### src/pga_ctrl_pkg.sv
package pga_ctrl_pkg;
  // Register indices as printed; byte address is four times the index
  localparam logic [7:0] RIGHT_GAIN_IDX  = 8'h2d;
  localparam logic [7:0] LEFT_ROUTE_IDX  = 8'h2e;
  localparam logic [7:0] RIGHT_MODE_IDX  = 8'h30;
  localparam int         ADDR_LSB        = 2;
  // Right gain register fields
  localparam int         SILENCE_BIT     = 7;
  localparam int         GAIN_HI         = 4;
  localparam logic       SILENCE_RST     = 1'b1;
  localparam logic [4:0] GAIN_RST        = 5'h05;
  // Left routing register fields
  localparam int         CMR_BIT         = 6;
  localparam int         MINUS_HI        = 5;
  localparam int         MINUS_LO        = 4;
  localparam int         PLUS_HI         = 3;
  localparam int         PLUS_LO         = 2;
  localparam logic       CMR_RST         = 1'b1;
  localparam logic [1:0] MINUS_RST       = 2'h0;
  localparam logic [1:0] PLUS_RST        = 2'h1;
  // Input modes
  typedef enum logic [1:0] {
    MODE_SINGLE   = 2'b00,
    MODE_DIFF_LN  = 2'b01,
    MODE_DIFF_MIC = 2'b10,
    MODE_RSVD     = 2'b11
  } in_mode_e;
  // One-hot pin picks: bit0 pin one, bit1 pin two, bit2 pin three
  localparam logic [2:0] PIN_ONE         = 3'h1;
  localparam logic [2:0] PIN_TWO         = 3'h2;
  localparam logic [2:0] PIN_THREE       = 3'h4;
  // Gain in tenths of dB; reserved mic code flagged separately
  localparam logic signed [9:0] MIC_BASE = 10'sd120;
  localparam logic signed [9:0] MIC_STEP = 10'sd30;
  localparam logic signed [9:0] MIC_TOP  = 10'sd300;
  localparam logic [4:0] MIC_SAT_CODE    = 5'h07;
endpackage

### src/input_pga_control_regs.sv
// Contract
// - Right gain bit 7 silences preamp, resets 1
// - Right gain bits 4:0 code, reset 00101
// - Line modes use nonlinear -1.5..+28.3 dB table
// - Mic mode: 0 reserved, +12 step 3, cap +30
// - Right mode field picks gain decoding
// - Left bit 6 rejection, reset on, differential line mode only
// - Selectors 5:4 reset 00, 3:2 reset 01
// - Mic mode swaps inverting and non-inverting roles
// - Left bits 1:0 mode, reset single-ended
//
// Our own choice: register access over Wishbone.
`timescale 1ns/1ps
`default_nettype none
module input_pga_control_regs
  import pga_ctrl_pkg::*;
(
  // Clock and reset
  input  wire logic        ref_clk,
  input  wire logic        rstn,
  // Wishbone classic slave
  input  wire logic        wb_cyc_i,
  input  wire logic        wb_stb_i,
  input  wire logic        wb_we_i,
  input  wire logic [9:0]  wb_adr_i,
  input  wire logic [3:0]  wb_sel_i,
  input  wire logic [31:0] wb_dat_i,
  output logic [31:0]      wb_dat_o,
  output logic             wb_ack_o,
  output logic             wb_err_o,
  // Right front-end controls
  output logic             right_pga_silence,
  output logic [4:0]       right_pga_gain_code,
  output logic [1:0]       right_mode,
  output logic signed [9:0] right_gain_tenth_db,
  output logic             right_gain_reserved,
  // Left front-end controls
  output logic             left_common_rejection_on,
  output logic [1:0]       left_minus_pin_pick,
  output logic [1:0]       left_plus_pin_pick,
  output logic [1:0]       left_mode,
  output logic [2:0]       left_inv_pin_sel,
  output logic [2:0]       left_noninv_pin_sel
);
  // Stored fields
  logic       silence_r,  silence_nxt;
  logic [4:0] gain_r,     gain_nxt;
  logic [1:0] rmode_r,    rmode_nxt;
  logic       cmr_r,      cmr_nxt;
  logic [1:0] minus_r,    minus_nxt;
  logic [1:0] plus_r,     plus_nxt;
  logic [1:0] lmode_r,    lmode_nxt;
  // Bus answer state
  logic       ack_r,      ack_nxt;
  logic       err_r,      err_nxt;
  logic [31:0] rdat_r,    rdat_nxt;
  // Decode
  logic [7:0] idx;          // Word index
  logic       req;          // New request this cycle
  logic       hit_gain;     // Right gain register
  logic       hit_route;    // Left routing register
  logic       hit_rmode;    // Right mode register
  logic       wr_lane0;     // Write touching the low byte

  // Word index from byte address; low address bits ignored
  assign idx       = wb_adr_i[ADDR_LSB +: 8];
  // Ack drops a cycle after it rose, so a held request is not re-taken
  assign req       = wb_cyc_i && wb_stb_i && !ack_r && !err_r;
  assign hit_gain  = (idx == RIGHT_GAIN_IDX);
  assign hit_route = (idx == LEFT_ROUTE_IDX);
  assign hit_rmode = (idx == RIGHT_MODE_IDX);
  // Every defined field lives in byte lane 0
  assign wr_lane0  = req && wb_we_i && wb_sel_i[0];

  // Next values of registers and bus answer
  always_comb begin
    silence_nxt = silence_r;
    gain_nxt    = gain_r;
    rmode_nxt   = rmode_r;
    cmr_nxt     = cmr_r;
    minus_nxt   = minus_r;
    plus_nxt    = plus_r;
    lmode_nxt   = lmode_r;
    ack_nxt     = 1'b0;
    err_nxt     = 1'b0;
    rdat_nxt    = rdat_r;
    if (req) begin
      // Unmapped addresses answer with err, not ack
      if (hit_gain || hit_route || hit_rmode) begin
        ack_nxt = 1'b1;
      end else begin
        err_nxt = 1'b1;
      end
      rdat_nxt = 32'h0000_0000;
      if (hit_gain) begin
        rdat_nxt[SILENCE_BIT] = silence_r;
        rdat_nxt[GAIN_HI:0]   = gain_r;
      end else if (hit_route) begin
        rdat_nxt[CMR_BIT]            = cmr_r;
        rdat_nxt[MINUS_HI:MINUS_LO]  = minus_r;
        rdat_nxt[PLUS_HI:PLUS_LO]    = plus_r;
        rdat_nxt[1:0]                = lmode_r;
      end else if (hit_rmode) begin
        rdat_nxt[1:0] = rmode_r;
      end
    end
    if (wr_lane0) begin
      // Undefined bits are dropped on write
      if (hit_gain) begin
        silence_nxt = wb_dat_i[SILENCE_BIT];
        gain_nxt    = wb_dat_i[GAIN_HI:0];
      end else if (hit_route) begin
        cmr_nxt   = wb_dat_i[CMR_BIT];
        minus_nxt = wb_dat_i[MINUS_HI:MINUS_LO];
        plus_nxt  = wb_dat_i[PLUS_HI:PLUS_LO];
        lmode_nxt = wb_dat_i[1:0];
      end else if (hit_rmode) begin
        rmode_nxt = wb_dat_i[1:0];
      end
    end
  end

  // Registers only
  always_ff @(posedge ref_clk) begin
    if (!rstn) begin
      silence_r <= SILENCE_RST;
      gain_r    <= GAIN_RST;
      rmode_r   <= MODE_SINGLE;
      cmr_r     <= CMR_RST;
      minus_r   <= MINUS_RST;
      plus_r    <= PLUS_RST;
      lmode_r   <= MODE_SINGLE;
      ack_r     <= 1'b0;
      err_r     <= 1'b0;
      rdat_r    <= 32'h0000_0000;
    end else begin
      silence_r <= silence_nxt;
      gain_r    <= gain_nxt;
      rmode_r   <= rmode_nxt;
      cmr_r     <= cmr_nxt;
      minus_r   <= minus_nxt;
      plus_r    <= plus_nxt;
      lmode_r   <= lmode_nxt;
      ack_r     <= ack_nxt;
      err_r     <= err_nxt;
      rdat_r    <= rdat_nxt;
    end
  end

  // Pin pick decode: 1X is pin three
  function automatic logic [2:0] pick_pin(input logic [1:0] p);
    if (p[1]) begin
      pick_pin = PIN_THREE;
    end else if (p[0]) begin
      pick_pin = PIN_TWO;
    end else begin
      pick_pin = PIN_ONE;
    end
  endfunction

  // Role swap: mic mode moves each selector to the other side
  always_comb begin
    if (lmode_r == MODE_DIFF_MIC) begin
      left_inv_pin_sel    = pick_pin(plus_r);
      left_noninv_pin_sel = pick_pin(minus_r);
    end else begin
      left_inv_pin_sel    = pick_pin(minus_r);
      left_noninv_pin_sel = pick_pin(plus_r);
    end
  end

  // Rejection only acts in differential line mode
  assign left_common_rejection_on =
    cmr_r && (lmode_r == MODE_DIFF_LN);

  // Static outputs straight from flip-flops
  assign right_pga_silence   = silence_r;
  assign right_pga_gain_code = gain_r;
  assign right_mode          = rmode_r;
  assign left_minus_pin_pick = minus_r;
  assign left_plus_pin_pick  = plus_r;
  assign left_mode           = lmode_r;
  assign wb_ack_o            = ack_r;
  assign wb_err_o            = err_r;
  assign wb_dat_o            = rdat_r;

  // Gain decode for the right preamp
  pga_gain_decode u_right_dec (
    .gain_code     (gain_r),
    .mode          (rmode_r),
    .gain_tenth_db (right_gain_tenth_db),
    .gain_reserved (right_gain_reserved)
  );

  // Assertions
  a_silence_reset: assert property (@(posedge ref_clk)
    !rstn |=> right_pga_silence) else $error("silence not set by reset");
  a_gain_reset: assert property (@(posedge ref_clk)
    !rstn |=> right_pga_gain_code == GAIN_RST) else $error("bad gain reset");
  a_line_top: assert property (@(posedge ref_clk) disable iff (!rstn)
    (gain_r == 5'h1f && rmode_r == MODE_SINGLE)
      |-> right_gain_tenth_db == 10'sd283)
    else $error("line top gain wrong");
  a_mic_sat: assert property (@(posedge ref_clk) disable iff (!rstn)
    (rmode_r == MODE_DIFF_MIC && gain_r >= 5'h07)
      |-> right_gain_tenth_db == 10'sd300)
    else $error("mic saturation wrong");
  a_mic_step: assert property (@(posedge ref_clk) disable iff (!rstn)
    (rmode_r == MODE_DIFF_MIC && gain_r == 5'h05)
      |-> right_gain_tenth_db == 10'sd240)
    else $error("mic default gain wrong");
  a_cmr_gate: assert property (@(posedge ref_clk) disable iff (!rstn)
    left_common_rejection_on |-> lmode_r == MODE_DIFF_LN)
    else $error("rejection outside line mode");
  a_sel_reset: assert property (@(posedge ref_clk)
    !rstn |=> minus_r == 2'h0 && plus_r == 2'h1)
    else $error("selector reset wrong");
  a_mic_swap: assert property (@(posedge ref_clk) disable iff (!rstn)
    (lmode_r == MODE_DIFF_MIC && plus_r == 2'h1 && minus_r == 2'h0)
      |-> left_inv_pin_sel == 3'h2)
    else $error("mic swap wrong");
  a_mode_write: assert property (@(posedge ref_clk) disable iff (!rstn)
    (wr_lane0 && hit_route) |=> lmode_r == $past(wb_dat_i[1:0]))
    else $error("left mode not written");
  a_read_zero: assert property (@(posedge ref_clk) disable iff (!rstn)
    (req && hit_gain) |=> wb_ack_o && wb_dat_o[6:5] == 2'h0)
    else $error("undefined bits not zero");
  c_mic_mode: cover property (@(posedge ref_clk) lmode_r == MODE_DIFF_MIC);
  c_err_ans: cover property (@(posedge ref_clk) wb_err_o);
  c_rd_ack: cover property (@(posedge ref_clk) wb_ack_o && !wb_we_i);
endmodule
`default_nettype wire

### src/pga_gain_decode.sv
`timescale 1ns/1ps
`default_nettype none
// Maps a gain code and mode to a gain in tenths of dB
module pga_gain_decode
  import pga_ctrl_pkg::*;
(
  // Request
  input  wire logic [4:0]        gain_code,
  input  wire logic [1:0]        mode,
  // Result
  output logic signed [9:0]      gain_tenth_db,
  output logic                   gain_reserved
);
  // Line table, code 10011 absent from the printed list: interpolated
  function automatic logic signed [9:0] line_gain(input logic [4:0] c);
    case (c)
      5'h00: line_gain = -10'sd15;
      5'h01: line_gain = -10'sd13;
      5'h02: line_gain = -10'sd10;
      5'h03: line_gain = -10'sd7;
      5'h04: line_gain = -10'sd3;
      5'h05: line_gain = 10'sd0;
      5'h06: line_gain = 10'sd3;
      5'h07: line_gain = 10'sd7;
      5'h08: line_gain = 10'sd10;
      5'h09: line_gain = 10'sd14;
      5'h0a: line_gain = 10'sd18;
      5'h0b: line_gain = 10'sd23;
      5'h0c: line_gain = 10'sd27;
      5'h0d: line_gain = 10'sd32;
      5'h0e: line_gain = 10'sd37;
      5'h0f: line_gain = 10'sd42;
      5'h10: line_gain = 10'sd48;
      5'h11: line_gain = 10'sd54;
      5'h12: line_gain = 10'sd60;
      5'h13: line_gain = 10'sd67;
      5'h14: line_gain = 10'sd75;
      5'h15: line_gain = 10'sd83;
      5'h16: line_gain = 10'sd92;
      5'h17: line_gain = 10'sd102;
      5'h18: line_gain = 10'sd114;
      5'h19: line_gain = 10'sd127;
      5'h1a: line_gain = 10'sd143;
      5'h1b: line_gain = 10'sd162;
      5'h1c: line_gain = 10'sd192;
      5'h1d: line_gain = 10'sd223;
      5'h1e: line_gain = 10'sd252;
      default: line_gain = 10'sd283;
    endcase
  endfunction

  // Mode selects the decoding
  always_comb begin
    gain_reserved = 1'b0;
    gain_tenth_db = line_gain(gain_code);
    if (mode == MODE_DIFF_MIC) begin
      if (gain_code == 5'h00) begin
        gain_reserved = 1'b1;
        gain_tenth_db = MIC_BASE;
      end else if (gain_code >= MIC_SAT_CODE) begin
        gain_tenth_db = MIC_TOP;
      end else begin
        gain_tenth_db = MIC_BASE
          + MIC_STEP * $signed({5'h00, gain_code - 5'h01});
      end
    end else if (mode == MODE_RSVD) begin
      // Reserved mode: flag it, keep line decode
      gain_reserved = 1'b1;
    end
  end
endmodule
`default_nettype wire

### config.mk
export PLATFORM = sky130hd
export DESIGN_NAME = input_pga_control_regs
export DESIGN_NICKNAME = d
export VERILOG_FILES = /design/src/pga_ctrl_pkg.sv /design/src/input_pga_control_regs.sv /design/src/pga_gain_decode.sv
export SDC_FILE = /design/constraint.sdc
export NUM_CORES = 1
export LEC_CHECK = 0
export ABC_AREA = 1
export BUFFER_PORTS_ARGS = -buffer_cell sky130_fd_sc_hd__buf_4
export CORE_ASPECT_RATIO = 0.7
export CORE_UTILIZATION = 35
export DETAILED_ROUTE_END_ITERATION = 12
export PLACE_DENSITY = 0.62
export SLEW_MARGIN = 10
export SYNTH_ARGS = -nofsm -noshare
export SYNTH_HDL_FRONTEND = slang
export SYNTH_HIERARCHICAL = 1
export SYNTH_SLANG_ARGS = --single-unit
### constraint.sdc
create_clock -name ref_clk -period 10.1 [get_ports ref_clk]
set_clock_uncertainty 0.2 [all_clocks]
set_input_delay 2.02 -clock ref_clk [delete_from_list [all_inputs] [get_ports ref_clk]]
set_output_delay 2.02 -clock ref_clk [all_outputs]
set_load 0.05 [all_outputs]
==> Word-level counts from Yosys, hierarchy flattened <==
Memories as Yosys holds them, arrays and structs flattened. A register that Yosys moved wholly into a read port is not among the register bits.
Index checks and enable logic that the tools add are counted.
{ "word_totals": {"wordCells": 61, "mem_count": 1, "ramBits": 0, "out_inout_bits": 66, "latch_bits": 0, "register_bits": 25, "mem_bits_ro": 320, "input_bits": 51} }
{ "memory_table": {"columns": ["name", "depth", "width", "read_ports", "rd_ports_with_merged_regs", "write_ports", "line", "text"], "rows": [
  ["(no name shown)", 32, 10, 1, 1, 0, "pga_gain_decode.sv:16", "case (c)"]
]} }
{ "op_classes": {"n_lt_le_gt_ge": 1, "add_sub_neg": 2, "eq_ne": 7, "mux": 22, "n_reduce_logical": 15, "shift": 0, "div": 0, "bitwise_logic": 2, "multipliers": 1} }
{ "op_table": {"columns": ["cell", "count"], "rows": [
  ["$mux 10", 3],
  ["$eq 8x6->1 const B", 3],
  ["$mux 5", 4],
  ["$mux 3", 4],
  ["$add 8x10->10 const A", 1],
  ["$mux 2", 5],
  ["$mul 4x5->9 const A", 1],
  ["$eq 2x2->1 const B", 3],
  ["$logic_and 1x1->1", 6],
  ["$mux 1", 6],
  ["$ge 5x3->1 const B", 1],
  ["$logic_not 5->1", 1],
  ["$sub 5x1->5 const B", 1],
  ["$reduce_and 2->1", 2],
  ["$reduce_and 4->1", 1],
  ["$reduce_and 3->1", 1],
  ["$eq 2x1->1 const B", 1],
  ["$logic_not 1->1", 2],
  ["$logic_or 1x1->1", 2],
  ["$not 1->1", 2]
]} }

==> Longest topological paths before layout <==
Gate-level depths: netlist (run 1).
{ "depth": {"word_depth": 8, "depth_mapped": 26, "ltp_nobuf": 25} }

==> Hierarchy <==
The synthesis (run 1) kept the hierarchy.
{ "by_module_without_submodules": {"columns": ["mod", "cells_each", "n_inst", "seq_area_each_um2", "area_per_inst_um2"], "rows": [
  ["input_pga_control_regs", 225, 1, 500.5, 1440.1],
  ["pga_gain_decode", 220, 1, 0.0, 1312.5]
]} }

==> Least setup slack after synthesis (run 1) <==
No wires, ideal clock.
{ "synth_timing": {"path_type": "flip-flop to output port", "startpoint": "register gain_r[1] (netlist: right_pga_gain_code[1])", "endpoint": "output port right_gain_tenth_db[9]", "required_ns": 7.880, "setup_slack_ns": 3.764, "path_stages_with_launch": 22, "n_path_buf": 0, "arrival_time_ns": 4.116, "cell_sequence": "dfxtp_1 inv_1 ha_1 inv_1 ha_1 inv_1 ha_1 xor2_1 fa_1 inv_1 ha_1 nand2_1 clkinv_1 nand4_4 nand2_2 nand2_2 nand2_2 nand2_2 nand3_1 nand2_1 nand3_1 nand2_1"} }
{ "synth_between": {"elab_chain_len": 6, "elab_cells_between_ends": 8, "classes_between": "add/sub (2); mul (1); order compare (1); mux (3); reduce/logical (1)"} }
{ "synth_rtl": {"columns": ["element", "line", "text"], "rows": [
  ["from (decl)", "input_pga_control_regs.sv:47", "logic [4:0] gain_r, gain_nxt;"],
  ["from (signal assigned)", "input_pga_control_regs.sv:138", "gain_r <= gain_nxt;"],
  ["$sub 5x1->5", "pga_gain_decode.sv:64", "+ MIC_STEP * $signed({5'h00, gain_code - 5'h01});"],
  ["$mul 4x5->9", "pga_gain_decode.sv:64", null],
  ["$add 8x10->10", "pga_gain_decode.sv:64", null],
  ["$mux 10", "pga_gain_decode.sv:60", "end else if (gain_code >= MIC_SAT_CODE) begin"],
  ["$mux 10 *", "pga_gain_decode.sv:57", "if (gain_code == 5'h00) begin"],
  ["$mux 10 *", "pga_gain_decode.sv:56", "if (mode == MODE_DIFF_MIC) begin"],
  ["to (decl)", "input_pga_control_regs.sv:35", "output logic signed [9:0] right_gain_tenth_db,"]
]} }
Mark *: on every way between the ends. The rest lies on a longest branch, timed or not.

==> Worst setup path in the final report (run 1) <==
{ "layout_timing": {"startpoint": "register gain_r[1] (netlist: right_pga_gain_code[1])", "endpoint": "output port right_gain_tenth_db[8]"} }
The elaborated chain is that of the path after synthesis.

==> results.json, run 1 <==
{
  "status": "finished clean",
  "multi_input_area_um2": 1820,
  "dp_hpwl_um": 5740,
  "crit_type": "reg -> out",
  "async_flop_share": 0,
  "area_growth_pct": 18.5,
  "fin_crit_sh": 0.663,
  "fin_cells": 602,
  "row_count": 26,
  "report.final.setup_viol": 0,
  "ios": 117,
  "fp.dieW_um": 108,
  "drv_cap": 0,
  "synth.yosys.seq_area_share": 0.182,
  "final_util": 0.438,
  "grt.overflow.total": 0,
  "layout_commonest_cell": "nand2_1",
  "peakVddDrop_v": 0.0000561,
  "numPortBuffers": 63,
  "viasPerCell": 4.70,
  "antennaDiodeCount": 0,
  "ys_warn_count": 6,
  "synth_edf_count": 0,
  "hold_viol_final": 0,
  "max_freq_ghz": 0.149,
  "start_util": 0.369,
  "synthFlopType": "dfxtp_1",
  "placed_cells": 598,
  "cts_max_level": 1,
  "die_area_um2": 8230,
  "final_antenna_net_count": 0,
  "clock_latency_ns": 0.27,
  "grt_usage": 0.178,
  "route.detailed.drc": 0,
  "setup-tns-final_ns": 0,
  "die-height_um": 76.2,
  "worstHoldPathType": "reg -> reg",
  "relSlewSlack": 0.508,
  "highest_layer": "met4",
  "cts_setup_buffers": 0,
  "start_kind": "register",
  "required_ns": 7.88,
  "p_leak_nw": 1.79,
  "rsz0062_at_grt": "false",
  "grt_max_degree": 23,
  "stdcell_area_um2": 3260,
  "numCtsBuffers": 3,
  "critPathMaxFanout": 9,
  "first_global_vias": 2533,
  "cts-hold-fix-buffers": 0,
  "post_dp_cell_area_um2": 3210,
  "slew_viol_final": 0,
  "core_area_um2": 7450,
  "cts.sinks": 25,
  "layout_common_cells": "nand2_1, inv_1, buf_4",
  "post_cts_resized": 0,
  "cts.path.max_buffers": 2,
  "p_total_mw": 0.215,
  "layout.nets": 580,
  "ys_ff_latch": 25,
  "end_kind": "output port",
  "wl_per_cell_um": 11.6,
  "grt_pass1_wl_um": 12000,
  "syn_area_per_cell_um2": 6.19,
  "globalplace.congestion": 0.883,
  "drtIter0Drc": 168,
  "syn-cell-area_um2": 2750,
  "worstMarginPinSlew_ns": 0.736,
  "fin_crit_ns": 6.69,
  "fill_cells": 801,
  "synthCells": 445,
  "finalWirelength_um": 6990,
  "arrival_ns": 4.47,
  "wirelength_met1_um": 3770,
  "regArea_um2": 500,
  "wl_met3_um": 373,
  "synth_cell_types": 43,
  "vias": 2829,
  "antenna_found_initial": 0,
  "dr.pass1.iters": 5,
  "tritoncts": "built",
  "drive_gt1_frac": 0.200,
  "wl_met2_um": 2820,
  "cellPowerDensity_nw_per_um2": 65.8,
  "path_clk_slew_ns": 0.10,
  "root_buffer": "clkbuf_8"
}
==> flip-flops by register name, indices dropped and copies added (netlist names) <==
name / count
wb_dat_o: 8
left_plus_pin_pick: 2
wb_err_o: 1
cmr_r: 1
right_mode: 2
left_mode: 2
wb_ack_o: 1
right_pga_silence: 1
right_pga_gain_code: 5
left_minus_pin_pick: 2
==> cells in the mapped netlist (2+ instances only) <==
| cell type | instances | area, µm² |
|---|---|---|
| ha_1 | 22 | 275 |
| o21ai_0 | 20 | 100 |
| a41oi_1 | 2 | 17.5 |
| clkinv_1 | 2 | 7.51 |
| nand2_2 | 5 | 31.3 |
| nor2_4 | 7 | 78.8 |
| nor3_1 | 2 | 10.0 |
| clkbuf_1 | 2 | 7.51 |
| nand4_1 | 3 | 18.8 |
| nand2_4 | 3 | 33.8 |
| inv_1 | 65 | 244 |
| o211ai_1 | 3 | 22.5 |
| a31oi_1 | 2 | 12.5 |
| xor2_1 | 4 | 35.0 |
| nand3_1 | 38 | 190 |
| buf_4 | 25 | 188 |
| a21oi_1 | 15 | 75.1 |
| nor2_2 | 2 | 12.5 |
| inv_2 | 11 | 41.3 |
| fa_1 | 2 | 40.0 |
| buf_2 | 3 | 15.0 |
| nor2_1 | 62 | 233 |
| nand2_1 | 99 | 372 |
| o21ai_1 | 3 | 15.0 |
| dfxtp_1 | 25 | 500 |
==> cell type report <==
| class | instances | share of cell area |
|---|---|---|
| Sequential cell | 25 | 0.153 |
| Timing Repair Buffer | 63 | 0.145 |
| Multi-Input combinational cell | 334 | 0.559 |
| Tap cell | 98 | 0.0376 |
| Inverter | 78 | 0.0898 |
| Clock buffer | 3 | 0.0127 |
| Clock inverter | 1 | 0.00230 |
==> through the flow <==
stage / hold WS [ns] / worst slack (ns)
final: 0.309 / 3.41
after global routing: 0.335 / 2.93
after CTS: 0.307 / 3.33
after detailed placement: 0.291 / 3.66
after global placement: 0.288 / 3.70
after floorplan: 0.250 / 3.76
==> metal layers <==
layer / global-route usage / vias up
met5: 0 / -
met4: 0.0260 / 0
li1: - / 1479
met1: 0.279 / 1245
met2: 0.259 / 103
met3: 0.0231 / 2
==> worst max-delay path: stages, from the launching register on <==
cell and delay [ns]:
dfxtp_1 0.57, inv_1 0.24, ha_1 0.30, inv_1 0.09, ha_1 0.28, inv_1 0.16
ha_1 0.27, xor2_1 0.18, fa_1 0.51, inv_1 0.04, ha_1 0.39, xnor2_1 0.32
inv_2 0.06, nand3_1 0.09, clkinv_1 0.09, nand3_1 0.10, nand2_1 0.05, nand2_1 0.05
nand3_1 0.07, nand2_1 0.07, nand2_1 0.05, buf_4 0.19
==> path summary, 6_finish.rpt <==
path	end	cells past startpoint	slack, ns	from
worst max register to register	cmr_r$_SDFFE_PN1P_	6	8.14	wb_ack_o$_SDFF_PN0_
worst min-delay path	right_pga_silence$_SDFFE_PN1P_	2	0.31	right_pga_silence$_SDFFE_PN1P_
worst min register to register	right_pga_silence$_SDFFE_PN1P_	2	0.31	right_pga_silence$_SDFFE_PN1P_
worst max-delay path	right_gain_tenth_db[8]	21	3.41	right_pga_gain_code[1]$_SDFFE_PN0P_
==> cell families after synthesis <==
family / after synthesis / share of synthesized area
xor+xnor: 5 / 0.0159
flops: 25 / 0.182
buf+inv: 109 / 0.187
compound gates: 55 / 0.121
simple gates: 226 / 0.378
fa+ha+maj: 24 / 0.115
other cells: 1 / 0.00136
==> report_power, final <==
group | internal [mW] | switching, mW
sequential | 0.101 | 0.00128
combinational | 0.0117 | 0.0384
clock | 0.0280 | 0.0345
total | 0.140 | 0.0742
No activity file was read; power rests on OpenSTA's default activity.
==> inputs of run 2 (changes only) <==
Settings changed: ABC_AREA 1 to 0, PLACE_DENSITY 0.62 to 0.63.
Clock period 10.1 ns to 6.9 ns, I/O delays scaled along.
==> run 2 against run 1 <==
- sequential cell count unchanged
- hold slack got worse by 0.032 ns
- cell count decreased by 20%
- non-clock buffer count increased by 4
- sequential share of layout area increased by 0.82 points
- die area decreased by 5.9%
- combinational power increased by 31%
==> results.json, run 2 <==
{
  "status": "finished clean",
  "cts-hold-fix-buffers": 0,
  "fin_crit_sh": 0.927,
  "worst_hold_startpoint": "wb_dat_o[5]$_SDFFE_PN0N_",
  "start_util": 0.372,
  "clock_power_share": 0.301,
  "p_comb_frac": 0.216,
  "grt.overflow.total": 0,
  "required_ns": 5.32,
  "cts.sinks": 25,
  "antenna_found_initial": 0,
  "synthCells": 333,
  "r2r_cells": 4,
  "ys_ff_latch": 25,
  "layout_commonest_cell": "buf_4",
  "viasPerCell": 5.16,
  "wirelength_met1_um": 3430,
  "p_leak_nw": 1.47,
  "relSlewSlack": 0.195,
  "wl_met2_um": 3040,
  "grt_usage": 0.180,
  "drive_gt1_frac": 0.219,
  "hold_viol_final": 0,
  "cellPowerDensity_nw_per_um2": 98.4,
  "layout_common_cells": "buf_4, nand2_1, o21ai_0, dfxtp_1, conb_1",
  "layout.nets": 465,
  "synth.most_common_cell": "nand2_1",
  "syn_area_per_cell_um2": 7.77,
  "synth_edf_count": 0,
  "core_area_um2": 6940,
  "end_kind": "output port",
  "slew_viol_final": 0,
  "synth_top_area_share": 0.194,
  "cts_setup_buffers": 0,
  "final_antenna_net_count": 0,
  "yosys-top-cells-area": "dfxtp_1, ha_1, buf_4",
  "antennaDiodeCount": 0,
  "synth.yosys.seq_area_share": 0.194,
  "max_freq_ghz": 0.156,
  "numPortBuffers": 63,
  "ios": 117,
  "regArea_um2": 500,
  "root_buffer": "clkbuf_8",
  "syn-cell-area_um2": 2590,
  "path_clk_slew_ns": 0.09,
  "report.final.setup_viol": 0,
  "peakVddDrop_v": 0.0000620,
  "tritoncts": "built",
  "first_global_vias": 2313,
  "multi_input_area_um2": 1870,
  "worstHoldPathType": "reg -> reg",
  "cts.path.max_buffers": 2,
  "rsz0062_at_grt": "false",
  "holdPathStages": 2,
  "area_growth_pct": 19.7,
  "grt_pass1_wl_um": 11200,
  "arrival_ns": 4.81,
  "intPower_mw": 0.202,
  "ys_warn_count": 6,
  "highest_layer": "met4",
  "synthFlopType": "dfxtp_1",
  "start_kind": "register",
  "largest_reg_flops": 8,
  "die_area_um2": 7740,
  "fill_cells": 703,
  "worstMarginPinSlew_ns": 1.20,
  "vias": 2491,
  "critPathMaxFanout": 15,
  "placed_cells": 479,
  "power_switching_mw": 0.103,
  "dr.pass1.iters": 4,
  "fp.dieW_um": 105,
  "wl_met3_um": 366,
  "synth_cell_types": 55,
  "setup-tns-final_ns": 0,
  "fin_cells": 483,
  "route.detailed.drc": 0,
  "numCtsBuffers": 3,
  "cts_max_level": 1,
  "async_flop_share": 0,
  "min_to": "wb_dat_o[5]$_SDFFE_PN0N_",
  "yosys.area.top_type": "dfxtp_1",
  "post_cts_resized": 0,
  "grt_max_degree": 29,
  "globalplace.congestion": 0.844,
  "p_seq_frac": 0.483,
  "crit_type": "reg -> out",
  "die-height_um": 73.9,
  "drv_cap": 0,
  "timing.rr.start": "wb_err_o$_SDFF_PN0_",
  "rr_endpoint": "right_pga_gain_code[0]$_SDFFE_PN1P_",
  "drtIter0Drc": 94,
  "fin_crit_ns": 6.39,
  "finalWirelength_um": 6890,
  "clock_latency_ns": 0.28,
  "wl_per_cell_um": 14.3,
  "dp_hpwl_um": 5410,
  "yosys-top-cells-count": "nand2_1, buf_4, dfxtp_1, o21ai_0, ha_1",
  "sw_frac_of_total": 0.337,
  "row_count": 25,
  "regToRegSetupSlack_ns": 4.68
}
## run 2: cell types whose count changed after synthesis, moves of 7 or more
cell / change
nor2_4: -7
clkbuf_1: +8
inv_1: -51
nor2_1: -41
inv_2: -10
nand3_1: -19
nand2_1: -59
nand2b_1: +8
mux2i_1: +14
## run 2: per-stage QoR
| step | hold slack [ns] | util | setup WS [ns] | cell area, µm² | total power, mW |
|---|---|---|---|---|---|
| after floorplan | 0.266 | - | 0.280 | 2670 | 0.210 |
| after global placement | 0.254 | 0.439 | 0.936 | 3050 | 0.216 |
| after detailed placement | 0.260 | 0.439 | 0.794 | 3050 | 0.216 |
| after CTS | 0.278 | 0.446 | 0.468 | 3100 | 0.308 |
| after global routing | 0.309 | 0.446 | 0.126 | 3100 | 0.317 |
| final | 0.276 | 0.446 | 0.506 | 3100 | 0.305 |
## run 2: cells by family after synthesis
| group | Yosys count | share of synthesized area |
|---|---|---|
| other | 1 | 0.00145 |
| and+or+nand+nor | 121 | 0.237 |
| muxes | 20 | 0.0919 |
| buffers and inverters | 53 | 0.117 |
| AOI/OAI and AO/OA | 75 | 0.185 |
| DFF | 25 | 0.194 |
| xor gates and xnor gates | 14 | 0.0527 |
| adders and majority gates | 24 | 0.122 |
## run 2: power groups by stage
stage / Sequential (mW) / Clock [mW] / Combinational [mW]
3_5_place_dp: 0.151 / 0 / 0.0652
4_1_cts: 0.147 / 0.0953 / 0.0653
5_1_grt: 0.148 / 0.100 / 0.0693
2_1_floorplan: 0.158 / 0 / 0.0522
6_report: 0.147 / 0.0917 / 0.0657
3_3_place_gp: 0.151 / 0 / 0.0650
## run 2: per-layer routing
metal / GRT usage / vias up
met3: 0.0284 / 5
met4: 0.0391 / 0
met1: 0.252 / 1171
met2: 0.297 / 74
li1: - / 1241
met5: 0 / -
## run 2: worst max-delay path: stages, from the launching register on
cell	delay, ns
dfxtp_1	0.69
inv_1	0.18
ha_1	0.27
inv_1	0.13
ha_1	0.30
inv_1	0.10
ha_1	0.26
xnor2_1	0.17
fa_1	0.52
inv_1	0.05
ha_1	0.35
a21o_1	0.21
a41oi_2	0.18
xnor2_1	0.17
o21a_1	0.24
a2111o_1	0.42
o211ai_2	0.07
buf_4	0.22
## run 2: how the worst max path moves through the flow
| stage | start | to | slack, ns | cells past startpoint |
|---|---|---|---|---|
| after global placement | right_pga_gain_code[0]$_SDFFE_PN1P_ | right_gain_tenth_db[8] | 0.94 | 17 |
| after detailed placement | right_pga_gain_code[0]$_SDFFE_PN1P_ | right_gain_tenth_db[9] | 0.79 | 17 |
| final | right_pga_gain_code[0]$_SDFFE_PN1P_ | right_gain_tenth_db[9] | 0.51 | 17 |
| after CTS | right_pga_gain_code[0]$_SDFFE_PN1P_ | right_gain_tenth_db[9] | 0.47 | 17 |
| after floorplan | right_pga_gain_code[1]$_SDFFE_PN0P_ | right_gain_tenth_db[8] | 0.28 | 16 |
| after global routing | right_pga_gain_code[0]$_SDFFE_PN1P_ | right_gain_tenth_db[8] | 0.13 | 17 |
## run 2: final cells by class
type,instances,area share
clock inverter,1,0.00242
clock buffer,3,0.0133
multi-input combinational,278,0.604
timing repair buffer,67,0.162
sequential,25,0.162
tap,94,0.0380
inverter,15,0.0182
==> inputs of run 3 (changes only) <==
Settings changed: ABC_AREA 0 to 1, PLACE_DENSITY 0.63 to 0.62.
==> run 3 against run 2 <==
- routed wire length rose by 3.4%
- hold slack improved by 0.026 ns
- register-to-register slack improved by 0.21 ns
- non-clock buffer count fell by 4
- final area rose by 5.3%
==> results.json, run 3 (same netlist as run 1, synthesis figures left out) <==
{
  "status": "finished clean",
  "grt.overflow.total": 0,
  "area_growth_pct": 18.4,
  "tritoncts": "built",
  "slew_viol_final": 0,
  "post_dp_cell_area_um2": 3210,
  "crit_type": "reg -> out",
  "post_cts_resized": 0,
  "die-height_um": 76.2,
  "antenna_found_initial": 0,
  "root_buffer": "clkbuf_8",
  "cts-hold-fix-buffers": 0,
  "numPortBuffers": 63,
  "cts_max_level": 1,
  "wl_per_cell_um": 11.8,
  "drtIter0Drc": 140,
  "numCtsBuffers": 3,
  "final_util": 0.438,
  "worst_slack_ns": 0.769,
  "cts.path.max_buffers": 2,
  "fin_crit_sh": 0.889,
  "max_freq_ghz": 0.163,
  "dr.pass1.iters": 4,
  "drive_gt1_frac": 0.200,
  "grt_usage": 0.179,
  "hold_viol_final": 0,
  "end_kind": "output port",
  "rsz0062_at_grt": "false",
  "ios": 117,
  "globalplace.congestion": 0.874,
  "antennaDiodeCount": 0,
  "p_leak_nw": 1.79,
  "route.detailed.drc": 0,
  "fin_crit_ns": 6.13,
  "rr_endpoint": "left_plus_pin_pick[0]$_SDFFE_PN1P_",
  "p_total_mw": 0.314,
  "place_ws_ns": 1.10,
  "stdcell_area_um2": 3260,
  "dp_hpwl_um": 5750,
  "whs_ns": 0.302,
  "vias": 2800,
  "worstMarginPinSlew_ns": 0.754,
  "start_kind": "register",
  "layout.nets": 580,
  "first_global_vias": 2536,
  "r2r_cells": 6,
  "row_count": 26,
  "required_ns": 5.32,
  "clock_latency_ns": 0.28,
  "setup-tns-final_ns": 0,
  "holdPathStages": 2,
  "layout_commonest_cell": "nand2_1",
  "fp.dieW_um": 108,
  "arrival_ns": 4.55,
  "cts.sinks": 25,
  "layout_common_cells": "nand2_1, inv_1, buf_4",
  "placed_cells": 598,
  "timing.rr.start": "wb_ack_o$_SDFF_PN0_",
  "regToRegSetupSlack_ns": 4.89,
  "path_clk_slew_ns": 0.09,
  "min_to": "right_pga_silence$_SDFFE_PN1P_",
  "critPathMaxFanout": 9,
  "grt_pass1_wl_um": 12000,
  "relSlewSlack": 0.495,
  "fin_cells": 602,
  "worstHoldPathType": "reg -> reg",
  "drv_cap": 0,
  "die_area_um2": 8230,
  "final_antenna_net_count": 0,
  "cts_setup_buffers": 0,
  "start_util": 0.369,
  "grt_max_degree": 23,
  "viasPerCell": 4.65,
  "finalWirelength_um": 7120,
  "worst_hold_startpoint": "right_pga_silence$_SDFFE_PN1P_",
  "cellPowerDensity_nw_per_um2": 96.3,
  "largest_reg_flops": 8,
  "peakVddDrop_v": 0.0000825,
  "report.final.setup_viol": 0,
  "core_area_um2": 7450
}
[run 3: cell count changes in the layout (fill, tap and decap cells not counted), sizes merged, moves of 6 or more]
cell / previous run / this run
a21oi: 11 / 17
xnor2: 7 / 1
nand3: 19 / 39
nand2: 40 / 107
mux2i: 14 / 0
nor2: 21 / 71
nor3: 9 / 3
nand2b: 8 / 0
o21ai: 31 / 24
inv: 15 / 76
[run 3: power by group]
part	switching (mW)	total (mW)	internal, mW
clock	0.0506	0.0912	0.0406
combinational	0.0563	0.0734	0.0171
sequential	0.00184	0.149	0.147
total	0.109	0.314	0.205
[run 3: worst max path at each step]
stage,slack [ns],cells past startpoint,endpoint,from
after global routing,0.31,22,right_gain_tenth_db[8],right_pga_gain_code[1]$_SDFFE_PN0P_
after detailed placement,1.10,21,right_gain_tenth_db[8],right_pga_gain_code[1]$_SDFFE_PN0P_
final,0.77,22,right_gain_tenth_db[8],right_pga_gain_code[1]$_SDFFE_PN0P_
after floorplan,1.20,21,right_gain_tenth_db[9],right_pga_gain_code[1]$_SDFFE_PN0P_
after global placement,1.14,22,right_gain_tenth_db[8],right_pga_gain_code[1]$_SDFFE_PN0P_
after CTS,0.79,22,right_gain_tenth_db[8],right_pga_gain_code[1]$_SDFFE_PN0P_
[run 3: layout make-up]
class | instances | area (µm²)
clock buffer | 3 | 41.3
fill | 818 | 4190
inverter | 78 | 293
multi-input combinational | 334 | 1820
clock inverter | 1 | 5.00
timing repair buffer | 63 | 473
sequential | 25 | 500
tap | 98 | 123
[run 3: worst max-delay path, stage by stage (launching register included)]
cell      delay (ns)
dfxtp_1         0.60
inv_1           0.27
ha_1            0.32
inv_1           0.10
nor2_1          0.04
inv_1           0.09
nor2_1          0.10
a211oi_1        0.42
inv_1           0.15
ha_1            0.33
ha_1            0.30
ha_1            0.40
nand2_1         0.10
nand2_1         0.07
a31oi_1         0.17
xor2_1          0.16
inv_1           0.14
nand2_1         0.09
nand2_1         0.05
nand3_1         0.07
nand2_1         0.05
nand2_1         0.06
buf_4           0.19
[run 3: routing by layer]
layer,part of all wire,GRT usage
met1,0.55,0.280
met2,0.40,0.261
met3,0.050,0.0265
met4,0.0032,0.0164
met5,0,0
